===== src/rtl/pee_pkg.sv =====
// Package: event codes, vector layout and group widths for the event encoder
package pee_pkg;
  // ------------------------------------------------------------
  // Source codes and event identifier layout
  // ------------------------------------------------------------
  localparam int PEE_SRC_W = 3;
  localparam int PEE_NUM_W = 5;
  localparam int PEE_ID_W = PEE_SRC_W + PEE_NUM_W;
  localparam int PEE_NUM_SLV = 5;
  localparam int PEE_NUM_MST = 3;
  localparam int PEE_NUM_SRC = PEE_NUM_SLV + PEE_NUM_MST;
  localparam logic [PEE_SRC_W-1:0] PEE_SRC_SLV0 = 3'h0;
  localparam logic [PEE_SRC_W-1:0] PEE_SRC_SLV_LAST = 3'h4;
  localparam logic [PEE_SRC_W-1:0] PEE_SRC_MST0 = 3'h5;
  localparam logic [PEE_SRC_W-1:0] PEE_SRC_MST_LAST = 3'h7;
  // ------------------------------------------------------------
  // Group widths and vector layout
  // ------------------------------------------------------------
  localparam int PEE_SLV_EVT_W = 21;
  localparam int PEE_MST_EVT_W = 18;
  localparam int PEE_VEC_W = PEE_NUM_SLV * PEE_SLV_EVT_W + PEE_NUM_MST * PEE_MST_EVT_W;
  localparam int PEE_MST_BASE = PEE_NUM_SLV * PEE_SLV_EVT_W;
  // Slave-side event numbers
  localparam int PEE_S_RD_ANY = 8'h00;
  localparam int PEE_S_RD_DVM_SYNC = 8'h08;
  localparam int PEE_S_RD_TRK_FULL = 8'h09;
  localparam int PEE_S_RD_SNOOP_DATA = 8'h0A;
  localparam int PEE_S_RD_DATA_STALL = 8'h0B;
  localparam int PEE_S_WR_ANY = 8'h0C;
  localparam int PEE_S_WR_EVICT = 8'h12;
  localparam int PEE_S_WR_TRK_FULL = 8'h13;
  localparam int PEE_S_RD_ID_HAZ = 8'h14;
  localparam int PEE_S_RD_KINDS = PEE_S_RD_DVM_SYNC - PEE_S_RD_ANY + 1;
  localparam int PEE_S_WR_KINDS = PEE_S_WR_EVICT - PEE_S_WR_ANY + 1;
  // Master-side event numbers
  localparam int PEE_M_RETRY = 8'h00;
  localparam int PEE_M_RD_ADDR_HAZ = 8'h01;
  localparam int PEE_M_RD_ID_HAZ = 8'h02;
  localparam int PEE_M_RD_HI_FULL = 8'h03;
  localparam int PEE_M_RD_BAR_HAZ = 8'h04;
  localparam int PEE_M_WR_BAR_HAZ = 8'h05;
  localparam int PEE_M_WR_TRK_FULL = 8'h06;
  localparam int PEE_M_RD_LO_FULL = 8'h07;
  localparam int PEE_M_RD_MED_FULL = 8'h08;
  localparam int PEE_M_RD_VN0 = 8'h09;
  localparam int PEE_M_WR_VN0 = 8'h0D;
  localparam int PEE_M_WR_VN_LAST = 8'h10;
  localparam int PEE_M_WU_ADDR_HAZ = 8'h11;
  localparam int PEE_NUM_VN = 4;
  // Master events that carry no security qualifier
  localparam logic [PEE_MST_EVT_W-1:0] PEE_M_UNQUAL_MASK = 18'h1FE04;
  localparam logic [PEE_VEC_W-1:0] PEE_VEC_RST = '0;
endpackage : pee_pkg


===== src/rtl/pee_top.sv =====
// Top: packs per-port event groups into the registered event vector
`timescale 1ns/1ps
// Function
// - Each event identified by 8 bits: 3-bit source above 5-bit number.
// - Sources 0 to 4 are slave ports, 5 to 7 master ports.
// - With secure counting disabled, only non-secure events are recorded.
// - With secure counting enabled, secure and non-secure events both pass.
// - Master events 2 and 9 to 16 pass regardless of secure enable.
// - Slave read handshakes raise events 0 to 8 by request kind.
// - Slave read stall on full read tracker raises event 9.
// - Last read data from snoop raises slave event 10.
// - Read valid high with ready low raises slave event 11 each cycle.
// - Slave write handshakes raise events 12 to 18 by request kind.
// - Slave write stall on full write tracker raises event 19.
// - Slave read stall on ID hazard raises event 20.
// - Master retry scheduling raises event 0, once even for two retries.
// - Master read stall on address hazard event 1, ID hazard event 2.
// - Master read queue stalls: high priority 3, low 7, medium 8.
// - Master barrier hazard stalls: read event 4, write event 5.
// - Master write tracker full stall raises event 6.
// - Master token waits: reads events 9 to 12, writes 13 to 16.
// - Unique write stall on address hazard raises master event 17.
// - Each triggered event drives its vector bit high one cycle.
// - Inside a group, an event sits at the bit of its number.
// - Slave ports 0, 1, 2 take bits 20:0, 41:21, 62:42.
// - The exported event vector is 159 bits wide.
// - Monitor enable low suppresses both counting and export.
module pee_top
  import pee_pkg::*;
#(
  parameter int NUM_SLV = pee_pkg::PEE_NUM_SLV,
  parameter int NUM_MST = pee_pkg::PEE_NUM_MST
) (
  input wire logic clk_in,
  input wire logic rst_in,
  input wire logic noninvasive_monitor_enable_in,
  input wire logic secure_count_enable_in,
  // Slave-side event sources, one bit or field per port
  input wire logic [NUM_SLV-1:0] s_rd_hs_in,
  input wire logic [NUM_SLV*pee_pkg::PEE_S_RD_KINDS-1:0] s_rd_kind_in,
  input wire logic [NUM_SLV-1:0] s_rd_secure_in,
  input wire logic [NUM_SLV-1:0] s_rd_trk_stall_in,
  input wire logic [NUM_SLV-1:0] s_rd_id_haz_stall_in,
  input wire logic [NUM_SLV-1:0] s_rdata_last_hs_in,
  input wire logic [NUM_SLV-1:0] s_rdata_from_snoop_in,
  input wire logic [NUM_SLV-1:0] s_rdata_secure_in,
  input wire logic [NUM_SLV-1:0] slave_port_read_valid_in,
  input wire logic [NUM_SLV-1:0] slave_port_read_ready_in,
  input wire logic [NUM_SLV-1:0] s_wr_hs_in,
  input wire logic [NUM_SLV*(pee_pkg::PEE_S_WR_KINDS-1)-1:0] s_wr_kind_in,
  input wire logic [NUM_SLV-1:0] s_wr_secure_in,
  input wire logic [NUM_SLV-1:0] s_wr_trk_stall_in,
  // Master-side event sources
  input wire logic [NUM_MST*2-1:0] m_retry_sched_in,
  input wire logic [NUM_MST-1:0] m_retry_secure_in,
  input wire logic [NUM_MST-1:0] m_rd_addr_haz_in,
  input wire logic [NUM_MST-1:0] m_rd_id_haz_in,
  input wire logic [NUM_MST-1:0] m_rd_hi_full_in,
  input wire logic [NUM_MST-1:0] m_rd_bar_haz_in,
  input wire logic [NUM_MST-1:0] m_wr_bar_haz_in,
  input wire logic [NUM_MST-1:0] m_wr_trk_full_in,
  input wire logic [NUM_MST-1:0] m_rd_lo_full_in,
  input wire logic [NUM_MST-1:0] m_rd_med_full_in,
  input wire logic [NUM_MST*pee_pkg::PEE_NUM_VN-1:0] m_rd_vn_wait_in,
  input wire logic [NUM_MST*pee_pkg::PEE_NUM_VN-1:0] m_wr_vn_wait_in,
  input wire logic [NUM_MST-1:0] m_wu_addr_haz_in,
  input wire logic [NUM_MST-1:0] m_rd_secure_in,
  input wire logic [NUM_MST-1:0] m_wr_secure_in,
  // Counter selection: 8-bit {source,number} identifier
  input wire logic [pee_pkg::PEE_ID_W-1:0] count_select_in,
  output logic [pee_pkg::PEE_VEC_W-1:0] perf_event_vector_out,
  output logic count_event_out
);
  import pee_pkg::*;

  localparam int VEC_W = NUM_SLV * PEE_SLV_EVT_W + NUM_MST * PEE_MST_EVT_W;
  localparam int MST_BASE = NUM_SLV * PEE_SLV_EVT_W;

  logic [VEC_W-1:0] vec_comb;
  logic [VEC_W-1:0] perf_event_vector_r;
  logic [VEC_W-1:0] perf_event_vector_nxt;
  logic count_event_r;
  logic count_event_nxt;
  logic [PEE_SRC_W-1:0] sel_src;
  logic [PEE_NUM_W-1:0] sel_num;

  // ------------------------------------------------------------
  // Slave-side groups, 21 bits each from bit 0 upward
  // ------------------------------------------------------------
  for (genvar s = 0; s < NUM_SLV; s++) begin : g_slv
    pee_slave_group u_grp (
      .rd_hs_in(s_rd_hs_in[s]),
      .rd_kind_in(s_rd_kind_in[s*PEE_S_RD_KINDS +: PEE_S_RD_KINDS]),
      .rd_secure_in(s_rd_secure_in[s]),
      .rd_trk_stall_in(s_rd_trk_stall_in[s]),
      .rd_id_haz_stall_in(s_rd_id_haz_stall_in[s]),
      .rdata_last_hs_in(s_rdata_last_hs_in[s]),
      .rdata_from_snoop_in(s_rdata_from_snoop_in[s]),
      .rdata_secure_in(s_rdata_secure_in[s]),
      .slave_port_read_valid_in(slave_port_read_valid_in[s]),
      .slave_port_read_ready_in(slave_port_read_ready_in[s]),
      .wr_hs_in(s_wr_hs_in[s]),
      .wr_kind_in(s_wr_kind_in[s*(PEE_S_WR_KINDS-1) +: PEE_S_WR_KINDS-1]),
      .wr_secure_in(s_wr_secure_in[s]),
      .wr_trk_stall_in(s_wr_trk_stall_in[s]),
      .allow_secure_in(secure_count_enable_in),
      .events_out(vec_comb[s*PEE_SLV_EVT_W +: PEE_SLV_EVT_W])
    );
  end

  // ------------------------------------------------------------
  // Master-side groups, 18 bits each above the slave groups
  // ------------------------------------------------------------
  for (genvar m = 0; m < NUM_MST; m++) begin : g_mst
    pee_master_group u_grp (
      .retry_sched_in(m_retry_sched_in[m*2 +: 2]),
      .retry_secure_in(m_retry_secure_in[m]),
      .rd_addr_haz_in(m_rd_addr_haz_in[m]),
      .rd_id_haz_in(m_rd_id_haz_in[m]),
      .rd_hi_full_in(m_rd_hi_full_in[m]),
      .rd_bar_haz_in(m_rd_bar_haz_in[m]),
      .wr_bar_haz_in(m_wr_bar_haz_in[m]),
      .wr_trk_full_in(m_wr_trk_full_in[m]),
      .rd_lo_full_in(m_rd_lo_full_in[m]),
      .rd_med_full_in(m_rd_med_full_in[m]),
      .rd_vn_wait_in(m_rd_vn_wait_in[m*PEE_NUM_VN +: PEE_NUM_VN]),
      .wr_vn_wait_in(m_wr_vn_wait_in[m*PEE_NUM_VN +: PEE_NUM_VN]),
      .wu_addr_haz_in(m_wu_addr_haz_in[m]),
      .rd_secure_in(m_rd_secure_in[m]),
      .wr_secure_in(m_wr_secure_in[m]),
      .allow_secure_in(secure_count_enable_in),
      .events_out(vec_comb[MST_BASE + m*PEE_MST_EVT_W +: PEE_MST_EVT_W])
    );
  end

  // ------------------------------------------------------------
  // Monitor gating and counter selection
  // ------------------------------------------------------------
  // Selection decodes source then number; unused numbers select nothing
  always_comb begin
    sel_src = count_select_in[PEE_ID_W-1 -: PEE_SRC_W];
    sel_num = count_select_in[PEE_NUM_W-1:0];
    perf_event_vector_nxt = noninvasive_monitor_enable_in ? vec_comb : '0;
    count_event_nxt = 1'b0;
    if (sel_src <= PEE_SRC_SLV_LAST) begin
      if (32'(sel_num) < PEE_SLV_EVT_W) begin
        count_event_nxt = perf_event_vector_nxt[32'(sel_src) * PEE_SLV_EVT_W + 32'(sel_num)];
      end
    end else if (32'(sel_num) < PEE_MST_EVT_W) begin
      count_event_nxt = perf_event_vector_nxt[MST_BASE
                        + (32'(sel_src) - 32'(PEE_SRC_MST0)) * PEE_MST_EVT_W + 32'(sel_num)];
    end
  end

  // Registered so each pulse lasts exactly one clock
  always_ff @(posedge clk_in or posedge rst_in) begin
    if (rst_in) begin
      perf_event_vector_r <= '0;
      count_event_r <= 1'b0;
    end else begin
      perf_event_vector_r <= perf_event_vector_nxt;
      count_event_r <= count_event_nxt;
    end
  end

  assign perf_event_vector_out = perf_event_vector_r;
  assign count_event_out = count_event_r;
endmodule : pee_top


===== src/rtl/pee_slave_group.sv =====
// Slave-side event group: builds one port's 21-bit event word
`timescale 1ns/1ps
module pee_slave_group
  import pee_pkg::*;
(
  input wire logic rd_hs_in,
  input wire logic [pee_pkg::PEE_S_RD_KINDS-1:0] rd_kind_in,
  input wire logic rd_secure_in,
  input wire logic rd_trk_stall_in,
  input wire logic rd_id_haz_stall_in,
  input wire logic rdata_last_hs_in,
  input wire logic rdata_from_snoop_in,
  input wire logic rdata_secure_in,
  input wire logic slave_port_read_valid_in,
  input wire logic slave_port_read_ready_in,
  input wire logic wr_hs_in,
  input wire logic [pee_pkg::PEE_S_WR_KINDS-2:0] wr_kind_in,
  input wire logic wr_secure_in,
  input wire logic wr_trk_stall_in,
  input wire logic allow_secure_in,
  output logic [pee_pkg::PEE_SLV_EVT_W-1:0] events_out
);
  logic rd_ok;
  logic wr_ok;
  logic rdat_ok;

  // ------------------------------------------------------------
  // Security gating and placement by event number
  // ------------------------------------------------------------
  always_comb begin
    rd_ok = allow_secure_in | ~rd_secure_in;
    wr_ok = allow_secure_in | ~wr_secure_in;
    rdat_ok = allow_secure_in | ~rdata_secure_in;
    events_out = '0;
    // Read handshake: 'any' plus the one classified kind
    events_out[PEE_S_RD_ANY] = rd_hs_in & rd_ok;
    for (int k = 1; k < PEE_S_RD_KINDS; k++) begin
      events_out[PEE_S_RD_ANY + k] = rd_hs_in & rd_kind_in[k] & rd_ok;
    end
    events_out[PEE_S_RD_TRK_FULL] = rd_trk_stall_in & rd_ok;
    events_out[PEE_S_RD_SNOOP_DATA] = rdata_last_hs_in & rdata_from_snoop_in & rdat_ok;
    // Valid high while the master refuses the beat
    events_out[PEE_S_RD_DATA_STALL] = slave_port_read_valid_in & ~slave_port_read_ready_in
                                      & rdat_ok;
    events_out[PEE_S_WR_ANY] = wr_hs_in & wr_ok;
    for (int k = 1; k < PEE_S_WR_KINDS; k++) begin
      events_out[PEE_S_WR_ANY + k] = wr_hs_in & wr_kind_in[k-1] & wr_ok;
    end
    events_out[PEE_S_WR_TRK_FULL] = wr_trk_stall_in & wr_ok;
    events_out[PEE_S_RD_ID_HAZ] = rd_id_haz_stall_in & rd_ok;
  end
endmodule : pee_slave_group


===== src/rtl/pee_master_group.sv =====
// Master-side event group: builds one port's 18-bit event word
`timescale 1ns/1ps
module pee_master_group
  import pee_pkg::*;
(
  input wire logic [1:0] retry_sched_in,
  input wire logic retry_secure_in,
  input wire logic rd_addr_haz_in,
  input wire logic rd_id_haz_in,
  input wire logic rd_hi_full_in,
  input wire logic rd_bar_haz_in,
  input wire logic wr_bar_haz_in,
  input wire logic wr_trk_full_in,
  input wire logic rd_lo_full_in,
  input wire logic rd_med_full_in,
  input wire logic [pee_pkg::PEE_NUM_VN-1:0] rd_vn_wait_in,
  input wire logic [pee_pkg::PEE_NUM_VN-1:0] wr_vn_wait_in,
  input wire logic wu_addr_haz_in,
  input wire logic rd_secure_in,
  input wire logic wr_secure_in,
  input wire logic allow_secure_in,
  output logic [pee_pkg::PEE_MST_EVT_W-1:0] events_out
);
  logic [PEE_MST_EVT_W-1:0] raw;
  logic [PEE_MST_EVT_W-1:0] sec;

  // ------------------------------------------------------------
  // Raw events, their security tag, then gating
  // ------------------------------------------------------------
  always_comb begin
    raw = '0;
    sec = '0;
    // Two retries in one cycle still give one event
    raw[PEE_M_RETRY] = |retry_sched_in;
    sec[PEE_M_RETRY] = retry_secure_in;
    raw[PEE_M_RD_ADDR_HAZ] = rd_addr_haz_in;
    raw[PEE_M_RD_ID_HAZ] = rd_id_haz_in;
    raw[PEE_M_RD_HI_FULL] = rd_hi_full_in;
    raw[PEE_M_RD_LO_FULL] = rd_lo_full_in;
    raw[PEE_M_RD_MED_FULL] = rd_med_full_in;
    raw[PEE_M_RD_BAR_HAZ] = rd_bar_haz_in;
    raw[PEE_M_WR_BAR_HAZ] = wr_bar_haz_in;
    raw[PEE_M_WR_TRK_FULL] = wr_trk_full_in;
    for (int v = 0; v < PEE_NUM_VN; v++) begin
      raw[PEE_M_RD_VN0 + v] = rd_vn_wait_in[v];
      raw[PEE_M_WR_VN0 + v] = wr_vn_wait_in[v];
    end
    raw[PEE_M_WU_ADDR_HAZ] = wu_addr_haz_in;
    sec[PEE_M_RD_ADDR_HAZ] = rd_secure_in;
    sec[PEE_M_RD_HI_FULL] = rd_secure_in;
    sec[PEE_M_RD_LO_FULL] = rd_secure_in;
    sec[PEE_M_RD_MED_FULL] = rd_secure_in;
    sec[PEE_M_RD_BAR_HAZ] = rd_secure_in;
    sec[PEE_M_WR_BAR_HAZ] = wr_secure_in;
    sec[PEE_M_WR_TRK_FULL] = wr_secure_in;
    sec[PEE_M_WU_ADDR_HAZ] = wr_secure_in;
    // Unqualified events ignore the secure enable
    sec = sec & ~PEE_M_UNQUAL_MASK;
    events_out = raw & (~sec | {PEE_MST_EVT_W{allow_secure_in}});
  end
endmodule : pee_master_group


===== config.mk =====
export PLATFORM = sky130hd
export DESIGN_NAME = pee_top
export DESIGN_NICKNAME = d
export VERILOG_FILES = /design/src/rtl/pee_pkg.sv /design/src/rtl/pee_top.sv /design/src/rtl/pee_slave_group.sv /design/src/rtl/pee_master_group.sv
export SDC_FILE = /design/constraint.sdc
export NUM_CORES = 1
export LEC_CHECK = 0
export BUFFER_PORTS_ARGS = -buffer_cell sky130_fd_sc_hd__buf_2
export CAP_MARGIN = 20
export CORE_ASPECT_RATIO = 0.8
export CORE_MARGIN = 4
export CORE_UTILIZATION = 53
export CTS_CLUSTER_DIAMETER = 50
export CTS_CLUSTER_SIZE = 28
export DETAILED_ROUTE_END_ITERATION = 7
export PLACE_DENSITY = 0.86
export SYNTH_ARGS = -nofsm -noshare
export SYNTH_HDL_FRONTEND = slang
export SYNTH_SLANG_ARGS = --single-unit

===== constraint.sdc =====
create_clock -name clk_in -period 11.3 [get_ports clk_in]
set_clock_uncertainty 0.05 [all_clocks]
set_input_delay 0 -clock clk_in [delete_from_list [all_inputs] [get_ports clk_in]]
set_output_delay 0 -clock clk_in [all_outputs]
set_load 0.005 [all_outputs]

# == After elaboration in Yosys (flattened, before gate mapping) ==
# Index checks and enable logic that the tools add are counted.
# totals
ff_bits,160
input_bits,213
out_inout_bits,160
elab_cells,253
# classes
addsub,4
n_mul,2
n_lt_le_gt_ge,5
n_mux,8
n_bitwise,229
n_reduce_logical,3
# op_table
op,count
1-bit AND,185
159-bit two-way mux,1
18-bit AND,3
18-bit NOT,3
18-bit OR,3
32-bit by 5-bit adder with 32-bit output,1
"7-bit by 32-bit adder with 32-bit output, first input constant",1
"32-bit by 9-bit < comparator with 1-bit output, second input constant",1
"32-bit by 4-bit multiplier with 31-bit output, second input constant",1
1-bit NOT,20
1-bit binary-select mux with 8-bit select,2
1-bit OR,15
"5-bit < comparator, second input constant",2
8-bit by 5-bit adder with 9-bit output,1
"9-bit < comparator, second input constant",1
"3-bit by 5-bit multiplier with 8-bit output, second input constant",1
2-bit OR reduction,3
1-bit two-way mux,5
"3-bit by 3-bit subtractor with 4-bit output, second input constant",1
"3-bit less-or-equal comparator, second input constant",1

# == Longest topological paths before layout ==
# logic_depth
word_depth,8
depth_mapped,16
ltp_nobuf,16

# == Cells and area by module ==
# Synthesis repeated with hierarchy kept, for this count alone.
# unflattened
hier_cells,897
hier_area_um2,10028.4
# modules_own_cells
module,instances,cells_each,area_each_um2,seq_area_each_um2
pee_top,1,706,8653.3,4003.8
pee_slave_group,5,25,178.9,0.0
pee_master_group,3,22,160.2,0.0

# == Worst setup path after synthesis ==
# No wires, ideal clock.
# synth_path
kind,in2reg
start,input port count_select_in[5] (netlist bit)
end,register count_event_r (netlist: count_event_out)
setup_ns,0.133
arrival_ns,2.635
required_time_ns,11.117
slack_ns,8.482
path_stages,14
n_path_buf,1
path_cell_list,inv_1 ha_1 inv_1 ha_1 inv_1 fa_1 buf_2 nor2_1 a311o_1 o32ai_1 a221oi_1 a311o_1 nand3_1 nand4_1
# synth_between
elab_chain_cells,8
word_cells_on_any_way,14
classes_between,4 x add/sub; 2 x mul; 1 x order compare; 7 x mux
# synth_rtl
element,line,text
start: declaration,pee_top.sv:70,"input wire logic [pee_pkg::PEE_ID_W-1:0] count_select_in,"
3-bit by 3-bit subtractor with 4-bit output,pee_top.sv:151,+ (32'(sel_src) - 32'(PEE_SRC_MST0)) * PEE_MST_EVT_W + 32'(sel_num)];
32-bit by 4-bit multiplier with 31-bit output,pee_top.sv:151,
7-bit by 32-bit adder with 32-bit output,pee_top.sv:151,
32-bit by 5-bit adder with 32-bit output,pee_top.sv:151,
1-bit binary-select mux with 8-bit select,pee_top.sv:150,count_event_nxt = perf_event_vector_nxt[MST_BASE
1-bit two-way mux (implied by the code),pee_top.sv:150,
1-bit two-way mux,pee_top.sv:149,end else if (32'(sel_num) < PEE_MST_EVT_W) begin
1-bit two-way mux *,pee_top.sv:145,if (sel_src <= PEE_SRC_SLV_LAST) begin
via count_event_nxt,pee_top.sv:83,logic count_event_nxt;
end signal: assignment,pee_top.sv:162,count_event_r <= count_event_nxt;
end: declaration,pee_top.sv:82,logic count_event_r;
# Mark *: on every way through the listed nets, which the timed path passes. The rest lies on a longest branch. The select of a mux whose other input is x is not followed.

# == Worst setup path after layout ==
# Ends and elaborated chain as after synthesis.

==> results.md <==
Global routing:
- The global-route wire length before repair is between 60000 and 70000 um.
- The initial antenna violation count is 5.
- The via count of the first global-routing pass was between 10000 and 15000.
- The overflow left after global routing is 0.
- For this run, the total global-route usage over all layers was measured as 0.433.
- Entering global routing, the biggest net connects 83 pins.

Synth:
- The number of synthesized flops with an enable pin is 0.
- The share of the Yosys chip area taken by registers is 0.427.
- Among all flip-flop cells after synthesis, the most frequent one is sky130_fd_sc_hd__dfrtp_1.
- Ranked by total cell area, the synthesized netlist is headed by sky130_fd_sc_hd__dfrtp_1 (43%), sky130_fd_sc_hd__and2_1 (6.1%), sky130_fd_sc_hd__mux4_2 (5.5%), sky130_fd_sc_hd__ha_1 (3.6%), sky130_fd_sc_hd__mux2_2 (3.0%).
- After synthesis, the mean cell area works out to between 10 and 15 um^2.
- The portion of synthesized cell area occupied by the leading cell type is 0.427.
- The largest total area in the synthesized netlist belongs to sky130_fd_sc_hd__dfrtp_1.
- The number of nets produced by synthesis is 1170.
- The mapped netlist covers 9380 um^2.
- The number of instances in the synthesized netlist is between 900 and 1000.
- In the synthesized netlist the async set-or-reset flop fraction comes to 1.00.
- In this run, synthesis produced a sequential element count of 160.
- Yosys printed 0 warnings.
- Counting distinct cell types in the post-synthesis netlist gives 74.

STA:
- Setup violations remaining at the end of the flow were counted as 0.
- The clock period minus final worst setup slack is 3.44 ns.
- Setup repair after global routing left no endpoint under its margin.
- The tightest hold path in the finished design has a slack of 0.000997 ns.
- Headroom to the max-slew limit came out at 0.259.
- The maximum clock frequency is between 200 and 300 MHz.
- The actual transition at the worst max-transition pin is around 1.1 ns.
- The final setup TNS is 0 ns.
- The number of pins with negative max-slew slack in the final report is 0.
- The number of endpoints with negative hold slack in the final report is 0.
- The ratio of final minimum period to clock period is 0.305.

Setup path:
- In this run the worst path has a maximum fanout of 30.
- The category of the most critical setup path is input port to flip-flop.
- The worst setup path is captured at a flip-flop.
- On the critical path, the stage with the largest delay is an instance of sky130_fd_sc_hd__o32ai_1.
- The number of buffers and inverters on the critical path is 5.
- STA classifies the critical path startpoint as an input port.
- The most numerous cell type found on the critical path is sky130_fd_sc_hd__inv_1.
- The delay of the slowest cell on the worst path is between 0.4 and 0.5 ns.
- Among cell families on the critical path, the largest total delay comes from compound AO/OA/AOI/OAI gates.
- The data arrival time of the critical path is roughly 3.7 ns.
- Data on the critical path is required at its endpoint by between 10 and 15 ns.
- Walking the worst path, the cells encountered are buf_2 > inv_1 > ha_1 > inv_1 > ha_1 > inv_1 > fa_1 > buf_4 > nand2_1 > nor3b_1 > a311o_1 > o32ai_1 > a221oi_1 > a311o_1 > nand3_1 > nand4_1.

Cells and area:
- The fraction of layout cells with a size suffix above 1 is 0.323.
- In the layout the commonest cells are sky130_fd_sc_hd__buf_2 (366), sky130_fd_sc_hd__dlygate4sd3_1 (199), sky130_fd_sc_hd__dfrtp_1 (160).
- The area growth from synthesis to layout is 47.6%.
- Leaving out filler cells and counting taps, the final layout contains between 1500 and 2000.
- The library cell used most frequently in the layout, excluding fill and tap cells, is sky130_fd_sc_hd__buf_2.
- The final layout contains between 1500 and 2000 nets.
- Once layout is complete, the utilization of the core stands at 0.796.

Die:
- The vertical die dimension is about 130 um.
- The die extent in x is approximately 160 um.
- The initial utilization of the core area, before any placement, comes to 0.540.
- The die covers around 20000 um^2.
- The count of pins on the block boundary is ~370.
- After floorplanning, the core was sized to cover 17400 um^2.
- The placement row count is 43.

Power and ir drop:
- The power density over the cells is 135 nW/um^2.
- The worst supply voltage drop on vdd is between 0.0001 and 0.00015 V.
- The completed layout was analyzed and its total power is 1.87 mW.
- The leakage power is about 7.1 nW.

Placed design:
- Counting tap cells, the placed design contains a total of around 1500 instances.
- At the end of routability-driven placement, the weighted congestion stood at 0.956.
- The detailed placement HPWL is about 26000 um.
- In this run the tool buffered the top-level ports with approximately 370 buffer cells.

Detailed routing:
- The first-iteration detailed-routing DRC count is between 1500 and 2000.
- The detailed router placed roughly 11000 vias in this run.
- The wire length on met2 is 20200 um.
- The number of search-and-repair iterations in the first detailed-routing pass is 8.
- After detailed routing, the number of remaining DRC violations is 17.
- The top routing layer in use is met5.
- The detail route stage leaves a number of antenna-violating nets equal to 0.
- Using the TritonRoute via totals, the vias-per-cell ratio works out to roughly 6.3.
- After detailed routing, the average wire length per cell comes to approximately 26 um.
- Summed over all nets, wire length on met3 after detailed routing comes to 5710 um.
- The detailed-route wire length is between 40000 and 50000 um.
- The detailed-routing wirelength on met1 is roughly 15000 um.

Outcome:
- The run finished, with violations left.
- The final reports fail on design-rule violations.

Min path:
- The worst min-delay path category is input port to flip-flop.

Clocking:
- The maximum clock insertion buffer count is 2.
- Clock-pin slew was measured on the worst setup and hold paths at 0.07 ns.
- Counting every sink on the clock net gives 160.
- The number of H-tree branching levels is 4.
- The CTS root buffer is sky130_fd_sc_hd__clkbuf_16.
- Clock tree synthesis inserted a total of 17 buffers.
- Gates resized during post-CTS repair numbered 0.
- TritonCTS built the clock tree.

Flow run:
- The number of maximum-capacitance constraint violations is 0.
synthesized netlist by cell type, types with 9 or more instances:
library cell               instances
sky130_fd_sc_hd__a211oi_1         14
sky130_fd_sc_hd__a21o_1           12
sky130_fd_sc_hd__a21oi_1          42
sky130_fd_sc_hd__a31oi_1          17
sky130_fd_sc_hd__and2_1           92
sky130_fd_sc_hd__and3_1           30
sky130_fd_sc_hd__buf_2            30
sky130_fd_sc_hd__buf_6             9
sky130_fd_sc_hd__clkbuf_1         15
sky130_fd_sc_hd__dfrtp_1         160
sky130_fd_sc_hd__ha_1             27
sky130_fd_sc_hd__inv_1            42
sky130_fd_sc_hd__mux2_2           25
sky130_fd_sc_hd__mux2i_1          20
sky130_fd_sc_hd__mux4_2           23
sky130_fd_sc_hd__nand2_1          67
sky130_fd_sc_hd__nand2b_1         21
sky130_fd_sc_hd__nand3_1          21
sky130_fd_sc_hd__nand4_1          12
sky130_fd_sc_hd__nor2_1           41
sky130_fd_sc_hd__nor3_1           16
sky130_fd_sc_hd__o211ai_1         13
sky130_fd_sc_hd__o21ai_0          32
sky130_fd_sc_hd__xnor2_1          12
cells by family (layout without fill, tap and decap cells):
kind of cell               after synthesis  after routing  synth area share
muxes                                   69             69             0.108
AOI/OAI and AO/OA                      208            208             0.153
adders and majority gates               31             31            0.0446
xor gates and xnor gates                17             17            0.0159
other                                    0              5                 0
DFF                                    160            160             0.427
and+or+nand+nor                        331            331             0.193
buffers and inverters                  110            656            0.0584
repair_timing:
item	4_1_cts	5_1_grt
hold endpoints to repair	235	0
buffers inserted	0	0
hold buffers	199	0
path summary, 6_finish.rpt:
path                               startpoint                    endpoint  slack [ns]  depth (start not counted)
worst max-delay path       count_select_in[5]             count_event_out        7.86                         16
worst min-delay path        s_rd_secure_in[0]    perf_event_vector_out[9]       0.001                          3
max in group asynchronous              rst_in  perf_event_vector_out[110]        9.53                          4
min in group asynchronous              rst_in   perf_event_vector_out[33]        0.19                          3
routing by layer:
| layer | vias to the layer above | GRT usage |
|---|---|---|
| li1 | 4418 | - |
| met1 | 5049 | 0.513 |
| met2 | 1045 | 0.698 |
| met3 | 276 | 0.153 |
| met4 | 2 | 0.223 |
| met5 | - | 0 |
power by group:
group          switching (mW)  total [mW]  internal, mW
clock network           0.276       0.611         0.335
registers             0.00860       0.606         0.598
logic                   0.390       0.651         0.261
state kept, by name (all words and copies together) (netlist names):
signal / count
count_event_out: 1
perf_event_vector_out: 159
tightest hold or removal path: cells and delay by family:
| kind | cells | cell delay, ns |
|---|---|---|
| simple gates | 2 | 0.36 |
| buf+inv | 1 | 0.09 |
final cells by class:
type,count,area [um^2]
inverters,47,181
well taps,225,282
clock inverters,14,174
fillers,1045,3540
diodes,5,12.5
multi-input cells,656,4840
clock buffers,18,429
flip-flops and latches,160,4000
repair buffers,577,3910
metrics by stage:
stage                     setup WS [ns]  instance area [um^2]
final                              7.86                 13800
after global routing               7.77                 13800
after CTS                          7.99                 13800
after detailed placement           7.56                 11200
after global placement             7.58                 11200
after floorplan                    6.93                  9380
No activity file was read; power rests on OpenSTA's default activity.
